==> config.mk <==
export PLATFORM = sky130hd
export DESIGN_NAME = dpram_host
export DESIGN_NICKNAME = d
export VERILOG_FILES = /design/src/dpram_host_pkg.sv /design/src/cycle_if.sv /design/src/dpram_host.sv /design/src/pin_engine.sv
export SDC_FILE = /design/constraint.sdc
export NUM_CORES = 1
export LEC_CHECK = 0
export BUFFER_PORTS_ARGS = -buffer_cell sky130_fd_sc_hd__buf_2
export CORE_MARGIN = 5
export CORE_UTILIZATION = 35
export CTS_BUF_LIST = sky130_fd_sc_hd__clkbuf_8 sky130_fd_sc_hd__clkbuf_16
export CTS_CLUSTER_SIZE = 16
export DETAILED_ROUTE_END_ITERATION = 8
export HOLD_SLACK_MARGIN = 0.1
export PLACE_DENSITY = 0.62
export SLEW_MARGIN = 20
export SYNTH_ARGS = -nofsm -noshare
export SYNTH_HDL_FRONTEND = slang
export SYNTH_SLANG_ARGS = --single-unit
==> constraint.sdc <==
create_clock -name hclk -period 4.51 [get_ports hclk]
set_input_delay 0.451 -clock hclk [delete_from_list [all_inputs] [get_ports hclk]]
set_output_delay 0.451 -clock hclk [all_outputs]
set_load 0.05 [all_outputs]
==> src/dpram_host_pkg.sv <==
// Constants shared by the dual-port memory host controller and its pin engine.
//
// Operation
// - Reads assert port select and read drive.
// - Token access uses token select, not port select.
// - Cross-port read waits flow-through delay.
// - Writing 0 requests token; bit zero only.
// - Hold writes until busy input settles.
// - Never assert port and token select together.
package dpram_host_pkg;

	// ----------------------------------------------------------------
	// Device geometry
	// ----------------------------------------------------------------
	localparam int ADDR_W = 13;                 // 8K words.
	localparam int DATA_W = 9;                  // Widest organisation.
	localparam logic [12:0] MBOX_TO_RIGHT = 13'h1fff; // Left writes, right reads.
	localparam logic [12:0] MBOX_TO_LEFT = 13'h1ffe;  // Right writes, left reads.

	// ----------------------------------------------------------------
	// Register offsets (byte addresses of aligned words)
	// ----------------------------------------------------------------
	localparam logic [7:0] CMD_OFS = 8'h00;
	localparam logic [7:0] ADDR_OFS = 8'h04;
	localparam logic [7:0] WDATA_OFS = 8'h08;
	localparam logic [7:0] RDATA_OFS = 8'h0c;
	localparam logic [7:0] STATUS_OFS = 8'h10;
	localparam logic [7:0] CFG_OFS = 8'h14;

	// ----------------------------------------------------------------
	// Field positions
	// ----------------------------------------------------------------
	localparam int CMD_GO_BIT = 0;
	localparam int CMD_WRITE_BIT = 1;
	localparam int CMD_TOKEN_BIT = 2;
	localparam int ST_ACTIVE_BIT = 0;
	localparam int ST_DONE_BIT = 1;
	localparam int ST_MBOX_LVL_BIT = 2;
	localparam int ST_MBOX_EVT_BIT = 3;
	localparam int ST_BUSY_LVL_BIT = 4;
	localparam int CFG_ROLE_BIT = 0;
	localparam int CFG_FLOW_BIT = 1;
	localparam logic [1:0] CFG_RESET = 2'h1;   // Master role, no flow-through wait.

	// ----------------------------------------------------------------
	// Pin timing, least times in ns, converted at a 5 ns clock
	// ----------------------------------------------------------------
	localparam int CLK_PERIOD_PS = 5000;
	localparam int ADDR_SETUP_NS = 10;
	localparam int BUSY_SETTLE_NS = 20;
	localparam int WRITE_PULSE_NS = 20;
	localparam int ACCESS_NS = 30;
	localparam int FLOW_NS = 30;                // Cross-port flow-through delay.
	localparam int RECOVER_NS = 10;
	localparam int SETUP_CYC = (ADDR_SETUP_NS * 1000 + CLK_PERIOD_PS - 1) / CLK_PERIOD_PS;
	localparam int SETTLE_CYC = (BUSY_SETTLE_NS * 1000 + CLK_PERIOD_PS - 1) / CLK_PERIOD_PS;
	localparam int WPULSE_CYC = (WRITE_PULSE_NS * 1000 + CLK_PERIOD_PS - 1) / CLK_PERIOD_PS;
	localparam int ACCESS_CYC = (ACCESS_NS * 1000 + CLK_PERIOD_PS - 1) / CLK_PERIOD_PS;
	localparam int FLOW_CYC = (FLOW_NS * 1000 + CLK_PERIOD_PS - 1) / CLK_PERIOD_PS;
	localparam int RECOVER_CYC = (RECOVER_NS * 1000 + CLK_PERIOD_PS - 1) / CLK_PERIOD_PS;

	// Engine states.
	typedef enum logic [2:0] {E_IDLE, E_SETUP, E_SETTLE, E_STROBE, E_HOLD, E_RECOVER} eng_state_t;

endpackage

==> src/cycle_if.sv <==
// Request and answer carrier between the register front end and the pin engine.
interface cycle_if;
	import dpram_host_pkg::*;

	logic req;                  // One-cycle start pulse.
	logic wr;                   // Write when high, read when low.
	logic token;                // Token latch access instead of the array.
	logic flow;                 // Add the flow-through wait to reads.
	logic [ADDR_W-1:0] addr;    // Word or token address.
	logic [DATA_W-1:0] wdata;   // Write data.
	logic [DATA_W-1:0] rdata;   // Captured read data.
	logic done;                 // One-cycle completion pulse.
	logic active;               // Engine is running a cycle.

	modport ctrl (output req, wr, token, flow, addr, wdata, input rdata, done, active);
	modport eng (input req, wr, token, flow, addr, wdata, output rdata, done, active);
endinterface

==> src/dpram_host.sv <==
// AHB-Lite register front end that drives one port of the dual-port memory.
module dpram_host
	import dpram_host_pkg::*;
(
	// Clock and reset.
	input wire logic hclk,
	input wire logic hresetn,
	// AHB-Lite slave.
	input wire logic hsel,
	input wire logic [31:0] haddr,
	input wire logic [1:0] htrans,
	input wire logic hwrite,
	input wire logic [2:0] hsize,
	input wire logic [31:0] hwdata,
	input wire logic hready,
	output logic hreadyout,
	output logic [31:0] hrdata,
	output logic hresp,
	// Device port pins.
	output logic [dpram_host_pkg::ADDR_W-1:0] dev_addr,
	input wire logic [dpram_host_pkg::DATA_W-1:0] dev_data_i,
	output logic [dpram_host_pkg::DATA_W-1:0] dev_data_o,
	output logic dev_data_oe_n,
	output logic port_select_n,
	output logic token_latch_select_n,
	output logic read_drive_n,
	output logic write_strobe_n,
	// Flags and strap.
	input wire logic busy_n,
	input wire logic mailbox_n,
	output logic role_select
);
	import dpram_host_pkg::*;

	// ----------------------------------------------------------------
	// Declarations
	// ----------------------------------------------------------------
	cycle_if cyc ();                             // Carrier to the pin engine.
	logic [7:0] aph_addr_q, aph_addr_d;          // Latched address-phase offset.
	logic wr_ph_q, wr_ph_d;                      // A write data phase is due.
	logic rd_ph_q, rd_ph_d;                      // A read is waiting one cycle.
	logic ready_q, ready_d;                      // Registered hreadyout.
	logic [31:0] hrdata_q, hrdata_d;
	logic [ADDR_W-1:0] addr_q, addr_d;           // Target address.
	logic [DATA_W-1:0] wdata_q, wdata_d;         // Write data.
	logic [DATA_W-1:0] rdata_q, rdata_d;         // Last read result.
	logic [1:0] cfg_q, cfg_d;                    // Role and flow-through wait.
	logic done_q, done_d;                        // Sticky completion flag.
	logic mbox_lvl_q, mbox_lvl_d;                // Mailbox flag sample.
	logic mbox_evt_q, mbox_evt_d;                // Sticky mailbox arrival.
	logic busy_lvl_q, busy_lvl_d;                // Busy pin sample.
	logic req_q, req_d, cwr_q, cwr_d, ctok_q, ctok_d;
	logic accept;                                // Address phase taken this edge.
	logic [31:0] status;
	logic [31:0] rd_mux;

	// ----------------------------------------------------------------
	// Pin engine
	// ----------------------------------------------------------------
	assign cyc.req = req_q;
	assign cyc.wr = cwr_q;
	assign cyc.token = ctok_q;
	assign cyc.flow = cfg_q[CFG_FLOW_BIT];
	assign cyc.addr = addr_q;
	assign cyc.wdata = wdata_q;

	pin_engine pin_engine_i (
		.hclk(hclk),
		.hresetn(hresetn),
		.cyc(cyc),
		.addr_o(dev_addr),
		.data_i(dev_data_i),
		.data_o(dev_data_o),
		.data_oe_n(dev_data_oe_n),
		.port_select_n(port_select_n),
		.token_latch_select_n(token_latch_select_n),
		.read_drive_n(read_drive_n),
		.write_strobe_n(write_strobe_n),
		.busy_n(busy_n)
	);

	// ----------------------------------------------------------------
	// Read multiplexer
	// ----------------------------------------------------------------
	// Unmapped offsets read as zero and ignore writes.
	always_comb begin
		status = '0;
		status[ST_ACTIVE_BIT] = cyc.active || req_q;
		status[ST_DONE_BIT] = done_q;
		status[ST_MBOX_LVL_BIT] = mbox_lvl_q;
		status[ST_MBOX_EVT_BIT] = mbox_evt_q;
		status[ST_BUSY_LVL_BIT] = busy_lvl_q;
		if (aph_addr_q == ADDR_OFS) begin
			rd_mux = {{(32-ADDR_W){1'b0}}, addr_q};
		end else if (aph_addr_q == WDATA_OFS) begin
			rd_mux = {{(32-DATA_W){1'b0}}, wdata_q};
		end else if (aph_addr_q == RDATA_OFS) begin
			rd_mux = {{(32-DATA_W){1'b0}}, rdata_q};
		end else if (aph_addr_q == STATUS_OFS) begin
			rd_mux = status;
		end else if (aph_addr_q == CFG_OFS) begin
			rd_mux = {30'h0, cfg_q};
		end else begin
			rd_mux = 32'h0;
		end
	end

	// ----------------------------------------------------------------
	// Bus and register next values
	// ----------------------------------------------------------------
	// Writes complete with no wait; reads take one wait state so that a
	// register written just before is returned with its new value.
	assign accept = hsel && htrans[1] && hready;

	always_comb begin
		aph_addr_d = aph_addr_q;
		wr_ph_d = 1'b0;
		rd_ph_d = 1'b0;
		ready_d = 1'b1;
		hrdata_d = hrdata_q;
		addr_d = addr_q;
		wdata_d = wdata_q;
		rdata_d = rdata_q;
		cfg_d = cfg_q;
		done_d = done_q;
		req_d = 1'b0;
		cwr_d = cwr_q;
		ctok_d = ctok_q;
		mbox_lvl_d = !mailbox_n;
		busy_lvl_d = !busy_n;
		mbox_evt_d = mbox_evt_q;
		if (accept) begin
			aph_addr_d = haddr[7:0];
			wr_ph_d = hwrite;
			rd_ph_d = !hwrite;
			ready_d = hwrite;
		end
		if (rd_ph_q) begin
			hrdata_d = rd_mux;
		end
		if (wr_ph_q) begin
			if (aph_addr_q == CMD_OFS) begin
				// A start while a cycle runs is dropped, so pins never change mid-cycle.
				if (hwdata[CMD_GO_BIT] && !cyc.active && !req_q) begin
					req_d = 1'b1;
					cwr_d = hwdata[CMD_WRITE_BIT];
					ctok_d = hwdata[CMD_TOKEN_BIT];
					done_d = 1'b0;
				end
			end else if (aph_addr_q == ADDR_OFS) begin
				addr_d = hwdata[ADDR_W-1:0];
			end else if (aph_addr_q == WDATA_OFS) begin
				wdata_d = hwdata[DATA_W-1:0];
			end else if (aph_addr_q == STATUS_OFS) begin
				if (hwdata[ST_MBOX_EVT_BIT]) begin
					mbox_evt_d = 1'b0;
				end
			end else if (aph_addr_q == CFG_OFS) begin
				cfg_d = hwdata[1:0];
			end
		end
		if (cyc.done) begin
			done_d = 1'b1;
			if (!cwr_q) begin
				rdata_d = cyc.rdata;
			end
		end
		// A new mailbox assertion wins over a clear in the same cycle.
		if (!mailbox_n && !mbox_lvl_q) begin
			mbox_evt_d = 1'b1;
		end
	end

	// ----------------------------------------------------------------
	// Registers
	// ----------------------------------------------------------------
	always_ff @(posedge hclk or negedge hresetn) begin
		if (!hresetn) begin
			aph_addr_q <= 8'h00;
			wr_ph_q <= 1'b0;
			rd_ph_q <= 1'b0;
			ready_q <= 1'b1;
			hrdata_q <= 32'h0;
			addr_q <= '0;
			wdata_q <= '0;
			rdata_q <= '0;
			cfg_q <= CFG_RESET;
			done_q <= 1'b0;
			mbox_lvl_q <= 1'b0;
			mbox_evt_q <= 1'b0;
			busy_lvl_q <= 1'b0;
			req_q <= 1'b0;
			cwr_q <= 1'b0;
			ctok_q <= 1'b0;
		end else begin
			aph_addr_q <= aph_addr_d;
			wr_ph_q <= wr_ph_d;
			rd_ph_q <= rd_ph_d;
			ready_q <= ready_d;
			hrdata_q <= hrdata_d;
			addr_q <= addr_d;
			wdata_q <= wdata_d;
			rdata_q <= rdata_d;
			cfg_q <= cfg_d;
			done_q <= done_d;
			mbox_lvl_q <= mbox_lvl_d;
			mbox_evt_q <= mbox_evt_d;
			busy_lvl_q <= busy_lvl_d;
			req_q <= req_d;
			cwr_q <= cwr_d;
			ctok_q <= ctok_d;
		end
	end

	assign hreadyout = ready_q;
	assign hrdata = hrdata_q;
	assign hresp = 1'b0;
	assign role_select = cfg_q[CFG_ROLE_BIT];

	// ----------------------------------------------------------------
	// Checks
	// ----------------------------------------------------------------
	read_wait_a: assert property (@(posedge hclk) disable iff (!hresetn)
		accept && !hwrite |=> !hreadyout ##1 hreadyout) else $error("Read wait state missing.");
	mailbox_sticky_a: assert property (@(posedge hclk) disable iff (!hresetn)
		!mailbox_n && !mbox_lvl_q |=> mbox_evt_q) else $error("Mailbox arrival lost.");
	token_start_a: assert property (@(posedge hclk) disable iff (!hresetn)
		req_q && ctok_q |=> ##(SETUP_CYC) !token_latch_select_n && port_select_n)
		else $error("Token request did not use the token select.");
endmodule

==> src/pin_engine.sv <==
// Pin sequencer that runs one read or write cycle on a device port.
module pin_engine
	import dpram_host_pkg::*;
(
	// Clock and reset.
	input wire logic hclk,
	input wire logic hresetn,
	// Request side.
	cycle_if.eng cyc,
	// Device port pins.
	output logic [ADDR_W-1:0] addr_o,
	input wire logic [DATA_W-1:0] data_i,
	output logic [DATA_W-1:0] data_o,
	output logic data_oe_n,
	output logic port_select_n,
	output logic token_latch_select_n,
	output logic read_drive_n,
	output logic write_strobe_n,
	input wire logic busy_n
);
	import dpram_host_pkg::*;

	// ----------------------------------------------------------------
	// State
	// ----------------------------------------------------------------
	eng_state_t st_q, st_d;                      // Sequencer state.
	logic [3:0] cnt_q, cnt_d;                    // Phase counter.
	logic wr_q, wr_d, tok_q, tok_d, flow_q, flow_d; // Latched request kind.
	logic [ADDR_W-1:0] addr_q, addr_d;
	logic [DATA_W-1:0] dout_q, dout_d, rdata_q, rdata_d;
	logic oe_n_q, oe_n_d, sel_n_q, sel_n_d, tsel_n_q, tsel_n_d;
	logic rd_n_q, rd_n_d, wr_n_q, wr_n_d, done_q, done_d;

	// ----------------------------------------------------------------
	// Next-state logic
	// ----------------------------------------------------------------
	// Every pin changes only on a phase boundary, so the device sees clean
	// setup and hold around each strobe edge.
	always_comb begin
		st_d = st_q;
		cnt_d = cnt_q;
		wr_d = wr_q;
		tok_d = tok_q;
		flow_d = flow_q;
		addr_d = addr_q;
		dout_d = dout_q;
		rdata_d = rdata_q;
		oe_n_d = oe_n_q;
		sel_n_d = sel_n_q;
		tsel_n_d = tsel_n_q;
		rd_n_d = rd_n_q;
		wr_n_d = wr_n_q;
		done_d = 1'b0;
		case (st_q)
			E_IDLE: begin
				if (cyc.req) begin
					wr_d = cyc.wr;
					tok_d = cyc.token;
					flow_d = cyc.flow;
					addr_d = cyc.addr;
					// Token writes carry meaning on bit zero only; upper bits idle high.
					dout_d = cyc.token ? {{(DATA_W-1){1'b1}}, cyc.wdata[0]} : cyc.wdata;
					// Exactly one of the two selects falls, never both.
					sel_n_d = cyc.token;
					tsel_n_d = !cyc.token;
					oe_n_d = !cyc.wr;
					cnt_d = 4'(SETUP_CYC - 1);
					st_d = E_SETUP;
				end
			end
			E_SETUP: begin
				if (cnt_q == 4'h0) begin
					cnt_d = 4'(SETTLE_CYC - 1);
					st_d = E_SETTLE;
				end else begin
					cnt_d = cnt_q - 4'h1;
				end
			end
			E_SETTLE: begin
				// An array access waits while busy is low and then for a full
				// settle time; token latches are not arbitrated by busy.
				if (!tok_q && !busy_n) begin
					cnt_d = 4'(SETTLE_CYC - 1);
				end else if (cnt_q != 4'h0) begin
					cnt_d = cnt_q - 4'h1;
				end else if (wr_q) begin
					wr_n_d = 1'b0;
					cnt_d = 4'(WPULSE_CYC - 1);
					st_d = E_STROBE;
				end else begin
					rd_n_d = 1'b0;
					cnt_d = flow_q ? 4'(ACCESS_CYC + FLOW_CYC - 1) : 4'(ACCESS_CYC - 1);
					st_d = E_STROBE;
				end
			end
			E_STROBE: begin
				if (cnt_q != 4'h0) begin
					cnt_d = cnt_q - 4'h1;
				end else if (wr_q) begin
					// The rising write strobe is the capture edge in the device.
					wr_n_d = 1'b1;
					st_d = E_HOLD;
				end else begin
					rdata_d = data_i;
					rd_n_d = 1'b1;
					st_d = E_HOLD;
				end
			end
			E_HOLD: begin
				sel_n_d = 1'b1;
				tsel_n_d = 1'b1;
				oe_n_d = 1'b1;
				done_d = 1'b1;
				cnt_d = 4'(RECOVER_CYC - 1);
				st_d = E_RECOVER;
			end
			default: begin
				if (cnt_q == 4'h0) begin
					st_d = E_IDLE;
				end else begin
					cnt_d = cnt_q - 4'h1;
				end
			end
		endcase
	end

	// ----------------------------------------------------------------
	// Registers
	// ----------------------------------------------------------------
	always_ff @(posedge hclk or negedge hresetn) begin
		if (!hresetn) begin
			st_q <= E_IDLE;
			cnt_q <= 4'h0;
			wr_q <= 1'b0;
			tok_q <= 1'b0;
			flow_q <= 1'b0;
			addr_q <= '0;
			dout_q <= '0;
			rdata_q <= '0;
			oe_n_q <= 1'b1;
			sel_n_q <= 1'b1;
			tsel_n_q <= 1'b1;
			rd_n_q <= 1'b1;
			wr_n_q <= 1'b1;
			done_q <= 1'b0;
		end else begin
			st_q <= st_d;
			cnt_q <= cnt_d;
			wr_q <= wr_d;
			tok_q <= tok_d;
			flow_q <= flow_d;
			addr_q <= addr_d;
			dout_q <= dout_d;
			rdata_q <= rdata_d;
			oe_n_q <= oe_n_d;
			sel_n_q <= sel_n_d;
			tsel_n_q <= tsel_n_d;
			rd_n_q <= rd_n_d;
			wr_n_q <= wr_n_d;
			done_q <= done_d;
		end
	end

	assign addr_o = addr_q;
	assign data_o = dout_q;
	assign data_oe_n = oe_n_q;
	assign port_select_n = sel_n_q;
	assign token_latch_select_n = tsel_n_q;
	assign read_drive_n = rd_n_q;
	assign write_strobe_n = wr_n_q;
	assign cyc.rdata = rdata_q;
	assign cyc.done = done_q;
	assign cyc.active = (st_q != E_IDLE);

	// ----------------------------------------------------------------
	// Checks
	// ----------------------------------------------------------------
	// Helper counter of how long the read drive has been low.
	logic [3:0] rd_low_q;
	always_ff @(posedge hclk or negedge hresetn) begin
		if (!hresetn) begin
			rd_low_q <= 4'h0;
		end else begin
			rd_low_q <= rd_n_q ? 4'h0 : rd_low_q + 4'h1;
		end
	end

	select_exclusive_a: assert property (@(posedge hclk) disable iff (!hresetn)
		!(!port_select_n && !token_latch_select_n)) else $error("Port and token select low together.");
	read_selected_a: assert property (@(posedge hclk) disable iff (!hresetn)
		!read_drive_n |-> (!port_select_n || !token_latch_select_n) && data_oe_n)
		else $error("Read drive without a select or with data driven.");
	token_kind_a: assert property (@(posedge hclk) disable iff (!hresetn)
		$fell(token_latch_select_n) |-> $past(cyc.req) && $past(cyc.token) && port_select_n)
		else $error("Token select fell without a token request.");
	write_busy_a: assert property (@(posedge hclk) disable iff (!hresetn)
		$fell(write_strobe_n) && port_select_n == 1'b0 |-> $past(busy_n, 1) && $past(busy_n, 2))
		else $error("Array write began while busy was low.");
	token_data_a: assert property (@(posedge hclk) disable iff (!hresetn)
		!write_strobe_n && !token_latch_select_n |-> !data_oe_n && data_o[DATA_W-1:1] == '1)
		else $error("Token write drives unexpected data.");
	flow_wait_a: assert property (@(posedge hclk) disable iff (!hresetn)
		$rose(read_drive_n) && flow_q |-> $past(rd_low_q) == 4'(ACCESS_CYC + FLOW_CYC - 1))
		else $error("Read ended before the flow-through wait.");
	write_done_a: assert property (@(posedge hclk) disable iff (!hresetn)
		$rose(write_strobe_n) |=> done_q ##1 !done_q) else $error("Write did not finish after strobe.");
endmodule
# [Word level (Yosys, flattened, before mapping)]
# Cells that the tools add are included.
[op_classes] n_addsub=1 n_eq_ne=23 n_div=0 n_reduce_logical=44 order_cmp=0 mul=0 mux=58 bitwise_logic=7 n_shift=0
[op_table] cell="2-to-1 mux 32 bit" count=1
[op_table] cell="2-to-1 mux 4 bit" count=8
[op_table] cell="2-to-1 mux 1 bit" count=31
[op_table] cell="AND reduction 6 bit" count=5
[op_table] cell="2-to-1 mux 9 bit" count=3
[op_table] cell="case mux 4 bit (5 select lines)" count=1
[op_table] cell="2-to-1 mux 3 bit" count=6
[op_table] cell="equality test 8 x 4 -> 1 bit (second input constant)" count=2
[op_table] cell="equality test 8 x 5 -> 1 bit (second input constant)" count=2
[op_table] cell="nonzero test 2 bit" count=8
[op_table] cell="case mux 3 bit (5 select lines)" count=1
[op_table] cell="AND reduction 3 bit" count=5
[op_table] cell="!= test 2 x 1 -> 1 bit (second input constant)" count=7
[op_table] cell="!= test 2 bit (second input constant)" count=6
[op_table] cell="case mux 1 bit (2 select lines)" count=5
[op_table] cell="zero test 1 bit" count=9
[op_table] cell="equality test 8 x 3 -> 1 bit (second input constant)" count=1
[op_table] cell="zero test 8 bit" count=1
[op_table] cell="NOT 1 bit" count=7
[op_table] cell="equality test 3 x 2 -> 1 bit (second input constant)" count=2
[op_table] cell="logical AND 1 bit" count=6
[op_table] cell="!= test 6 bit (second input constant)" count=1
[op_table] cell="AND reduction 2 bit" count=3
[op_table] cell="2-to-1 mux 5 bit" count=1
[op_table] cell="11 further kinds" count=11
[word_totals] ram_bits=0 mem_count=0 out_inout_bits=62 reg_bits=130 elab_cells=163 input_bits=85 latchBits=0 rom_bits=0

# [Depth between registers and ports, before layout]
# Gate-level depths: netlist of the first run.
[logic_depth] ltp_word=8 ltp_mapped=7 depth_no_buf=6

# [Cells and area by module]
# A second synthesis of the first run with hierarchy kept.
[hier_totals] cells_unflattened=411 hier_area_um2=4958.5
[modules_own_cells] module="dpram_host" cells_each=232 area_each_um2=2925.3 seq_area_each_um2=1604.0 instances=1
[modules_own_cells] module="pin_engine" cells_each=179 area_each_um2=2033.2 seq_area_each_um2=1182.4 instances=1

# [Least setup slack after synthesis of the first run]
# No wires, ideal clock.
[synth_timing] path_kind="reg2reg" start="register pin_engine_i.cnt_q[0]" end="register pin_engine_i.rdata_q[0], in the netlist pin_engine_i.cyc.rdata[0]" setup_slack_ns=2.480 path_buffers=1 t_required_ns=4.385 stages_incl_launch_ff=8 t_arrival_ns=1.906 synth_period_minus_slack_ns=2.030 setup_time_ns=0.125 cell_sequence="dfrtp_1 -> inv_1 -> ha_1 -> or3b_2 -> clkbuf_1 -> nor2_1 -> nand3_2 -> mux2_2"
[synth_via] elab_chain_cells=3
[synth_rtl] item="start, declared" line_no="pin_engine.sv:27" rtl="logic [3:0] cnt_q, cnt_d;"
[synth_rtl] item="start signal, assigned" line_no="pin_engine.sv:148" rtl="cnt_q <= cnt_d;"
[synth_rtl] item="nonzero test 4 bit" line_no="pin_engine.sv:97" rtl="if (cnt_q != 4'h0) begin"
[synth_rtl] item="NOT 1 bit (no source line)"
[synth_rtl] item="AND reduction 3 bit (no source line)"
[synth_rtl] item="end signal, assigned" line_no="pin_engine.sv:154" rtl="rdata_q <= rdata_d;"
[synth_rtl] item="end, declared" line_no="pin_engine.sv:30" rtl="logic [DATA_W-1:0] dout_q, dout_d, rdata_q, rdata_d;"
# No other way between the ends.
# A chain may end at the register's enable or synchronous reset.

# [Worst setup path after layout of the first run]
[layout_timing] start="register aph_addr_q[2]" end="register addr_q[0]"
[layout_via] elab_chain_cells=3 elab_cells_between_ends=4 cone_classes="eq/ne: 1; bitwise: 1; reduce/logical: 2"
[layout_rtl] item="start, declared" line_no="dpram_host.sv:39" rtl="logic [7:0] aph_addr_q, aph_addr_d;"
[layout_rtl] item="start signal, assigned" line_no="dpram_host.sv:196" rtl="aph_addr_q <= aph_addr_d;"
[layout_rtl] item="zero test 8 bit" line_no="dpram_host.sv:142" rtl="if (aph_addr_q == CMD_OFS) begin"
[layout_rtl] item="NOT 1 bit (no source line)"
[layout_rtl] item="AND reduction 3 bit (no source line) (*)"
[layout_rtl] item="end signal, assigned" line_no="dpram_host.sv:201" rtl="addr_q <= addr_d;"
[layout_rtl] item="end, declared" line_no="dpram_host.sv:44" rtl="logic [ADDR_W-1:0] addr_q, addr_d;"
# Mark *: on every way between the ends. The rest lies on a longest branch, timed or not.

==> metrics.cfg, run 1 <==
[outcome]
status=finished clean

[worst_setup_path]
critPathKind=reg -> reg
endpoint_kind=register
required_ns=4.74
cp_slowest_stage_delay_ns=0.75
r2r_slack_ns=2.01
cp.arrival_ns=2.74
cp_cell_sequence=nor4b_2, nand3_1, mux2_2
cp-startpoint=aph_addr_q[2]
critPathSlowestCell=dfrtp_1
worstReg2RegStart=aph_addr_q[2]
rr_endpoint=addr_q[0]
start_kind=register
reg2reg_depth=3
cp_max_fo=18

[sta]
setup_tns_ns=0
holdWs_ns=0.151
relSlewSlack_pct=28.3
rsz0062_at_grt=false
timing.final.crit_period_ns=2.50
final.setup_skew_ns=0.00665
slew_viol_final=0
timing.fmax_ghz=0.400
timing.final.crit_share_pct=55.5
fin_ws_ns=2.01
hold_viol_final=0
setup_viol=0
tightest_slew_ns=1.07

[global_routing]
grt_usage_pct=14.0
antenna_found_initial=0
grt_pass1_wl_mm=18.2
grt_max_degree=83
overflow=0
grt_pass1_vias=3434

[floorplanning]
coreArea_mm2=0.0139
io_pins=147
die_h_um=129
fp.dieArea_mm2=0.0166
die_w_um=129
start_util_pct=35.7
num_rows=43

[layout]
final_common_cell=dfrtp_1
drive_gt1_share_pct=38.5
layout.nets=575
regArea_mm2=0.00279
diodes=0
multiInputGateArea_mm2=0.00192
area_growth_syn_to_layout_pct=15.2
fin_area_mm2=0.00571
fillCellCount=1346
layout_common_cells=104 x dfrtp_1, 78 x buf_2, 67 x mux2_2, 36 x nor2_1, 24 x a21oi_1

[yosys]
yosys-mux-area-fraction_pct=16.4
netlist.area_leader.share_pct=52.5
postSynth.topFlopCell=dfrtp_1
ys_async_sr_fraction_pct=100
synth_top_area_cell=dfrtp_1
synthAdderAreaFrac_pct=0.454
yosysUniqueCellTypes=52
yosys.area_share.simple_pct=11.0
synth_top_family_by_area=multiplexers
ys_ff_latch=111
synthXorXnorAreaFrac_pct=0
synth.area.top_cells=dfrtp_1 53%, mux2_2 15%, dfstp_2 3.7%
ys_seq_area_share_pct=56.2
syn_area_mm2=0.00496
syn_area_per_cell_um2=11.8
synth_cells=420
yosysWarnings=0
synth_compound_area_share_pct=9.29
synth_edf_count=0

[min_path]
hold_path.class=in -> async

[power]
power.leakage_uw=0.00273
sequentialPowerShare_pct=49.2
switching_share_pct=32.9
clock_power_share_pct=27.4
pwr-share-comb_pct=23.4
power_density_mw_per_mm2=483
p_sw_uw=907
peakVddDrop_mv=0.207
internal_power_uw=1850

[clock_tree]
path_clk_slew_ns=0.07
cts_setup_buffers=0
numCtsBuffers=9
clkSinkCount=111
postCtsHoldBufs=0
cts_max_level=3
clk_latency_ns=0.35
cts_root_buf=clkbuf_16
ctsLongestPathBuffers=2
cts_tree=built
cts-resized-gates=0

[placement]
io_buffers=79
dpl-instance-area_mm2=0.00542
post-place-ws_ns=2.02
hpwlAfterDp_mm=8.10
gp_congestion=0.791

[detailed_routing]
drt-met1-wl_mm=4.92
ant_nets=0
top_layer=met4
totalWireLength_mm=11.1
wl_met3_um=614
avgViaCountPerCell=4.92
drt_iter0_drc=214
wl_met2_mm=5.44
drc=0
firstDrtPassIters=4
via_count=3317
routedWlPerCell_um=16.4

[job]
cap_violations=0

## power groups by stage
| stage | clock network (uW) | registers, uW | logic (uW) |
|---|---|---|---|
| after detailed placement | 0 | 1380 | 649 |
| after floorplan | 0 | 1370 | 492 |
| after CTS | 784 | 1360 | 652 |
| after global placement | 0 | 1370 | 627 |
| after global routing | 824 | 1390 | 713 |
| final | 757 | 1360 | 645 |
## flip-flops by register name (all words and copies together), names as in the netlist, 8 cells and up
name and count:
pin_engine_i.cyc.rdata 9, rdata_q 9, pin_engine_i.addr_o 13, cyc.wdata 9, hrdata 13, addr_q 13, aph_addr_q 8, pin_engine_i.data_o 9
## final cells by class
class,count,area share (%)
flip-flops and latches,111,48.8
repair buffers,82,7.43
multi-input cells,267,33.7
clock inverters,5,0.570
inverters,18,1.18
clock buffers,11,4.43
well taps,180,3.94
## per-stage QoR
step / cells / total power (uW) / utilization (%)
6_report: 674 / 2760 / 41.1
5_1_grt: 674 / 2930 / 41.1
4_1_cts: 674 / 2800 / 41.1
3_5_place_dp: 658 / 2030 / 39.1
3_3_place_gp: 658 / 2000 / 39.1
2_1_floorplan: 439 / 1860 / -
## routing by layer
layer | GRT usage (%) | up-vias
met4 | 3.40 | 0
met2 | 22.4 | 92
met5 | 0 | -
li1 | - | 1588
met1 | 18.8 | 1629
met3 | 4.19 | 8
## worst max path at each step
stage	slack, ns	cells after the start	to
after floorplan	2.48	7	pin_engine_i.cyc.rdata[0]
after global placement	2.08	3	addr_q[11]
after detailed placement	2.02	3	addr_q[11]
after CTS	2.01	3	addr_q[11]
after global routing	1.87	3	addr_q[11]
final	2.01	3	addr_q[0]
## critical path, delay by kind of cell (launching register included)
kind          cells  cell delay [ns]
mux               1             0.51
flops             1             0.75
simple gates      2             1.12
## cells by family after synthesis
| kind of cell | count (synthesis) |
|---|---|
| AOI/OAI and AO/OA | 69 |
| adders and majority gates | 2 |
| buffers and inverters | 61 |
| DFF | 111 |
| muxes | 73 |
| other | 1 |
| and+or+nand+nor | 103 |
## Yosys cell counts, drive strengths merged, types with 2 or more instances
cell type and instances:
nor4 5, o31ai 2, a22oi 2, buf 29, nand3 7, nor3 5
or2 6, inv 18, clkbuf 14, nor2 36, nand2 22, a41o 4
a32oi 3, mux2i 6, o22ai 8, o2bb2ai 2, nand2b 2, nor2b 6
o21ai 11, or4 3, o21ba 3, dfstp 7, a21oi 24, a2111oi 2
mux2 67, dfrtp 104, nor4b 5
Note: power is estimated with default switching activity, not from simulation.
==> run 2, diff against run 1 <==
--- a/config.mk
+++ b/config.mk
@@ -12,7 +12,7 @@
 export CTS_CLUSTER_SIZE = 16
 export DETAILED_ROUTE_END_ITERATION = 8
 export HOLD_SLACK_MARGIN = 0.1
-export PLACE_DENSITY = 0.62
+export PLACE_DENSITY = 0.64
 export SLEW_MARGIN = 20
 export SYNTH_ARGS = -nofsm -noshare
 export SYNTH_HDL_FRONTEND = slang
==> constraint.sdc (replaced) <==
create_clock -name hclk -period 2.3 [get_ports hclk]
set_input_delay 0.23 -clock hclk [delete_from_list [all_inputs] [get_ports hclk]]
set_output_delay 0.23 -clock hclk [all_outputs]
set_load 0.05 [all_outputs]
==> run 2 against run 1 <==
Setup slack worse by 1.8 ns. Sequential power up 89%. First-iteration DRC count down 5.1%. Clock power up 130%. Routed wire length up 0.51%. Non-clock buffer count up 26. Hold slack worse by 0.040 ns. Combinational power up 130%. Design area up 4.9%. Sequential share of layout area down 2.3 points. Final cell count up 3.9%. Critical path type unchanged. Largest cell class unchanged.
==> metrics.cfg, run 2 (same netlist as run 1, synthesis figures left out) <==
[outcome]
status=finished clean

[detailed_routing]
avgViaCountPerCell=4.90  ; -0.38%
wl_met3_um=643  ; +4.7%
top_layer=met4
wl_met2_mm=5.44  ; about the same
drt-met1-wl_mm=4.89  ; -0.65%
totalWireLength_mm=11.1  ; +0.51%
drc=0  ; unchanged
ant_nets=0  ; unchanged
drt_iter0_drc=203  ; -5.1%
routedWlPerCell_um=15.9  ; -3.2%
via_count=3432  ; +3.5%
firstDrtPassIters=4  ; unchanged

[job]
cap_violations=0  ; unchanged

[placement]
dpl-instance-area_mm2=0.00560  ; +3.3%
gp_congestion=0.800  ; +1.0%
hpwlAfterDp_mm=8.37  ; +3.2%
io_buffers=79  ; unchanged

[layout]
layout_common_cells=104 x dfrtp_1, 78 x buf_2, 67 x mux2_2, 36 x nor2_1, 25 x buf_4
layout.nets=601  ; +4.5%
fillCellCount=1318  ; -2.1%
drive_gt1_share_pct=41.0  ; +2.5 points
fin_area_mm2=0.00599  ; +4.9%
area_growth_syn_to_layout_pct=20.9
final_common_cell=dfrtp_1
diodes=0  ; unchanged

[clock_tree]
cts_root_buf=clkbuf_16
clkSinkCount=111  ; unchanged
path_clk_slew_ns=0.07  ; about the same
ctsLongestPathBuffers=2  ; unchanged
numCtsBuffers=9  ; unchanged
clk_latency_ns=0.34  ; about the same
cts_max_level=3  ; unchanged
cts_tree=built
cts_setup_buffers=0  ; unchanged

[sta]
relSlewSlack_pct=49.6  ; +21 points
setup_viol=0  ; unchanged
timing.final.crit_period_ns=2.07  ; -0.428 ns
timing.final.crit_share_pct=90.2  ; +35 points
rsz0062_at_grt=false
timing.fmax_ghz=0.482  ; +21%
final.setup_skew_ns=0.00878  ; +0.00213 ns
tightest_slew_ns=0.757  ; -0.309 ns
setup_tns_ns=0  ; unchanged
slew_viol_final=0  ; unchanged
hold_viol_final=0  ; unchanged

[global_routing]
grt_usage_pct=14.0  ; about the same
grt_max_degree=48  ; -42%
grt_pass1_vias=3540  ; +3.1%
overflow=0  ; unchanged
antenna_found_initial=0  ; unchanged
grt_pass1_wl_mm=18.4  ; +0.72%

[worst_setup_path]
required_ns=2.53  ; -2.21 ns
r2r_slack_ns=0.23  ; -1.78 ns
critPathKind=reg -> reg
reg2reg_depth=6  ; +3
cp_max_fo=10  ; -8
cp.arrival_ns=2.30  ; -0.44 ns
endpoint_kind=register
start_kind=register

[power]
peakVddDrop_mv=0.443  ; +110%
power.leakage_uw=0.00289  ; +5.6%
power_density_mw_per_mm2=969  ; +100%

[floorplanning]
start_util_pct=35.7  ; unchanged
fp.dieArea_mm2=0.0166  ; unchanged
die_w_um=129  ; unchanged
io_pins=147  ; unchanged
die_h_um=129  ; unchanged
num_rows=43  ; unchanged
coreArea_mm2=0.0139  ; unchanged

[min_path]
worstHoldPathCells=2
hold_path.class=in -> reg

-- run 2: final timing paths --
kind / to / startpoint
worst max-delay path: pin_engine_i.cyc.rdata[8] / pin_engine_i.cnt_q[0]
worst min-delay path: pin_engine_i.cyc.rdata[2] / dev_data_i[2]
worst max register to register: pin_engine_i.cyc.rdata[8] / pin_engine_i.cnt_q[0]
max in group asynchronous: hreadyout / hresetn
min in group asynchronous: pin_engine_i.data_o[8] / hresetn
worst min register to register: pin_engine_i.read_drive_n / pin_engine_i.read_drive_n
-- run 2: through the flow --
step | utilization (%) | power, uW | instances | worst slack (ns) | hold WS (ns)
global route | 43.2 | 6110 | 700 | 0.0851 | 0.109
finish | 43.2 | 5800 | 700 | 0.225 | 0.111
detailed placement | 40.3 | 4070 | 680 | 0.150 | 0.224
global placement | 40.3 | 4010 | 680 | 0.200 | 0.220
CTS | 43.1 | 5850 | 700 | 0.137 | 0.100
floorplan | - | 3640 | 439 | 0.270 | -0.0656
-- run 2: critical path, cell delays in order, from the launching register on --
cell and delay [ns]:
dfrtp_1 0.40, inv_1 0.09, ha_1 0.24, or3b_2 0.47
nor2_1 0.23, nand3_4 0.20, mux2_2 0.32
-- run 2: final cells by class --
| cell class | count | area (um^2) | share of cell area [%] |
|---|---|---|---|
| Tap cell | 180 | 225 | 3.76 |
| Timing Repair Buffer | 108 | 638 | 10.7 |
| Clock inverter | 7 | 119 | 1.98 |
| Inverter | 18 | 67.6 | 1.13 |
| Multi-Input combinational cell | 267 | 1930 | 32.2 |
| Sequential cell | 111 | 2790 | 46.5 |
| Clock buffer | 9 | 225 | 3.76 |
-- run 2: power breakdown --
part | total (uW) | internal (uW) | switching (uW)
sequential | 2570 | 2310 | 258
clock | 1760 | 1070 | 696
combinational | 1470 | 619 | 854
total | 5800 | 4000 | 1810
-- run 2: repair_timing --
item                                    in CTS  in global routing
resized for setup                            0                  1
hold buffers                                 4                  0
endpoints found under the hold margin       39                  0
endpoints found under the setup margin       0                  9
-- run 2: routing by layer --
metal	global-route usage [%]	vias up
met3	3.40	12
met1	18.5	1684
met2	23.0	103
met5	0	-
met4	3.71	0
li1	-	1633
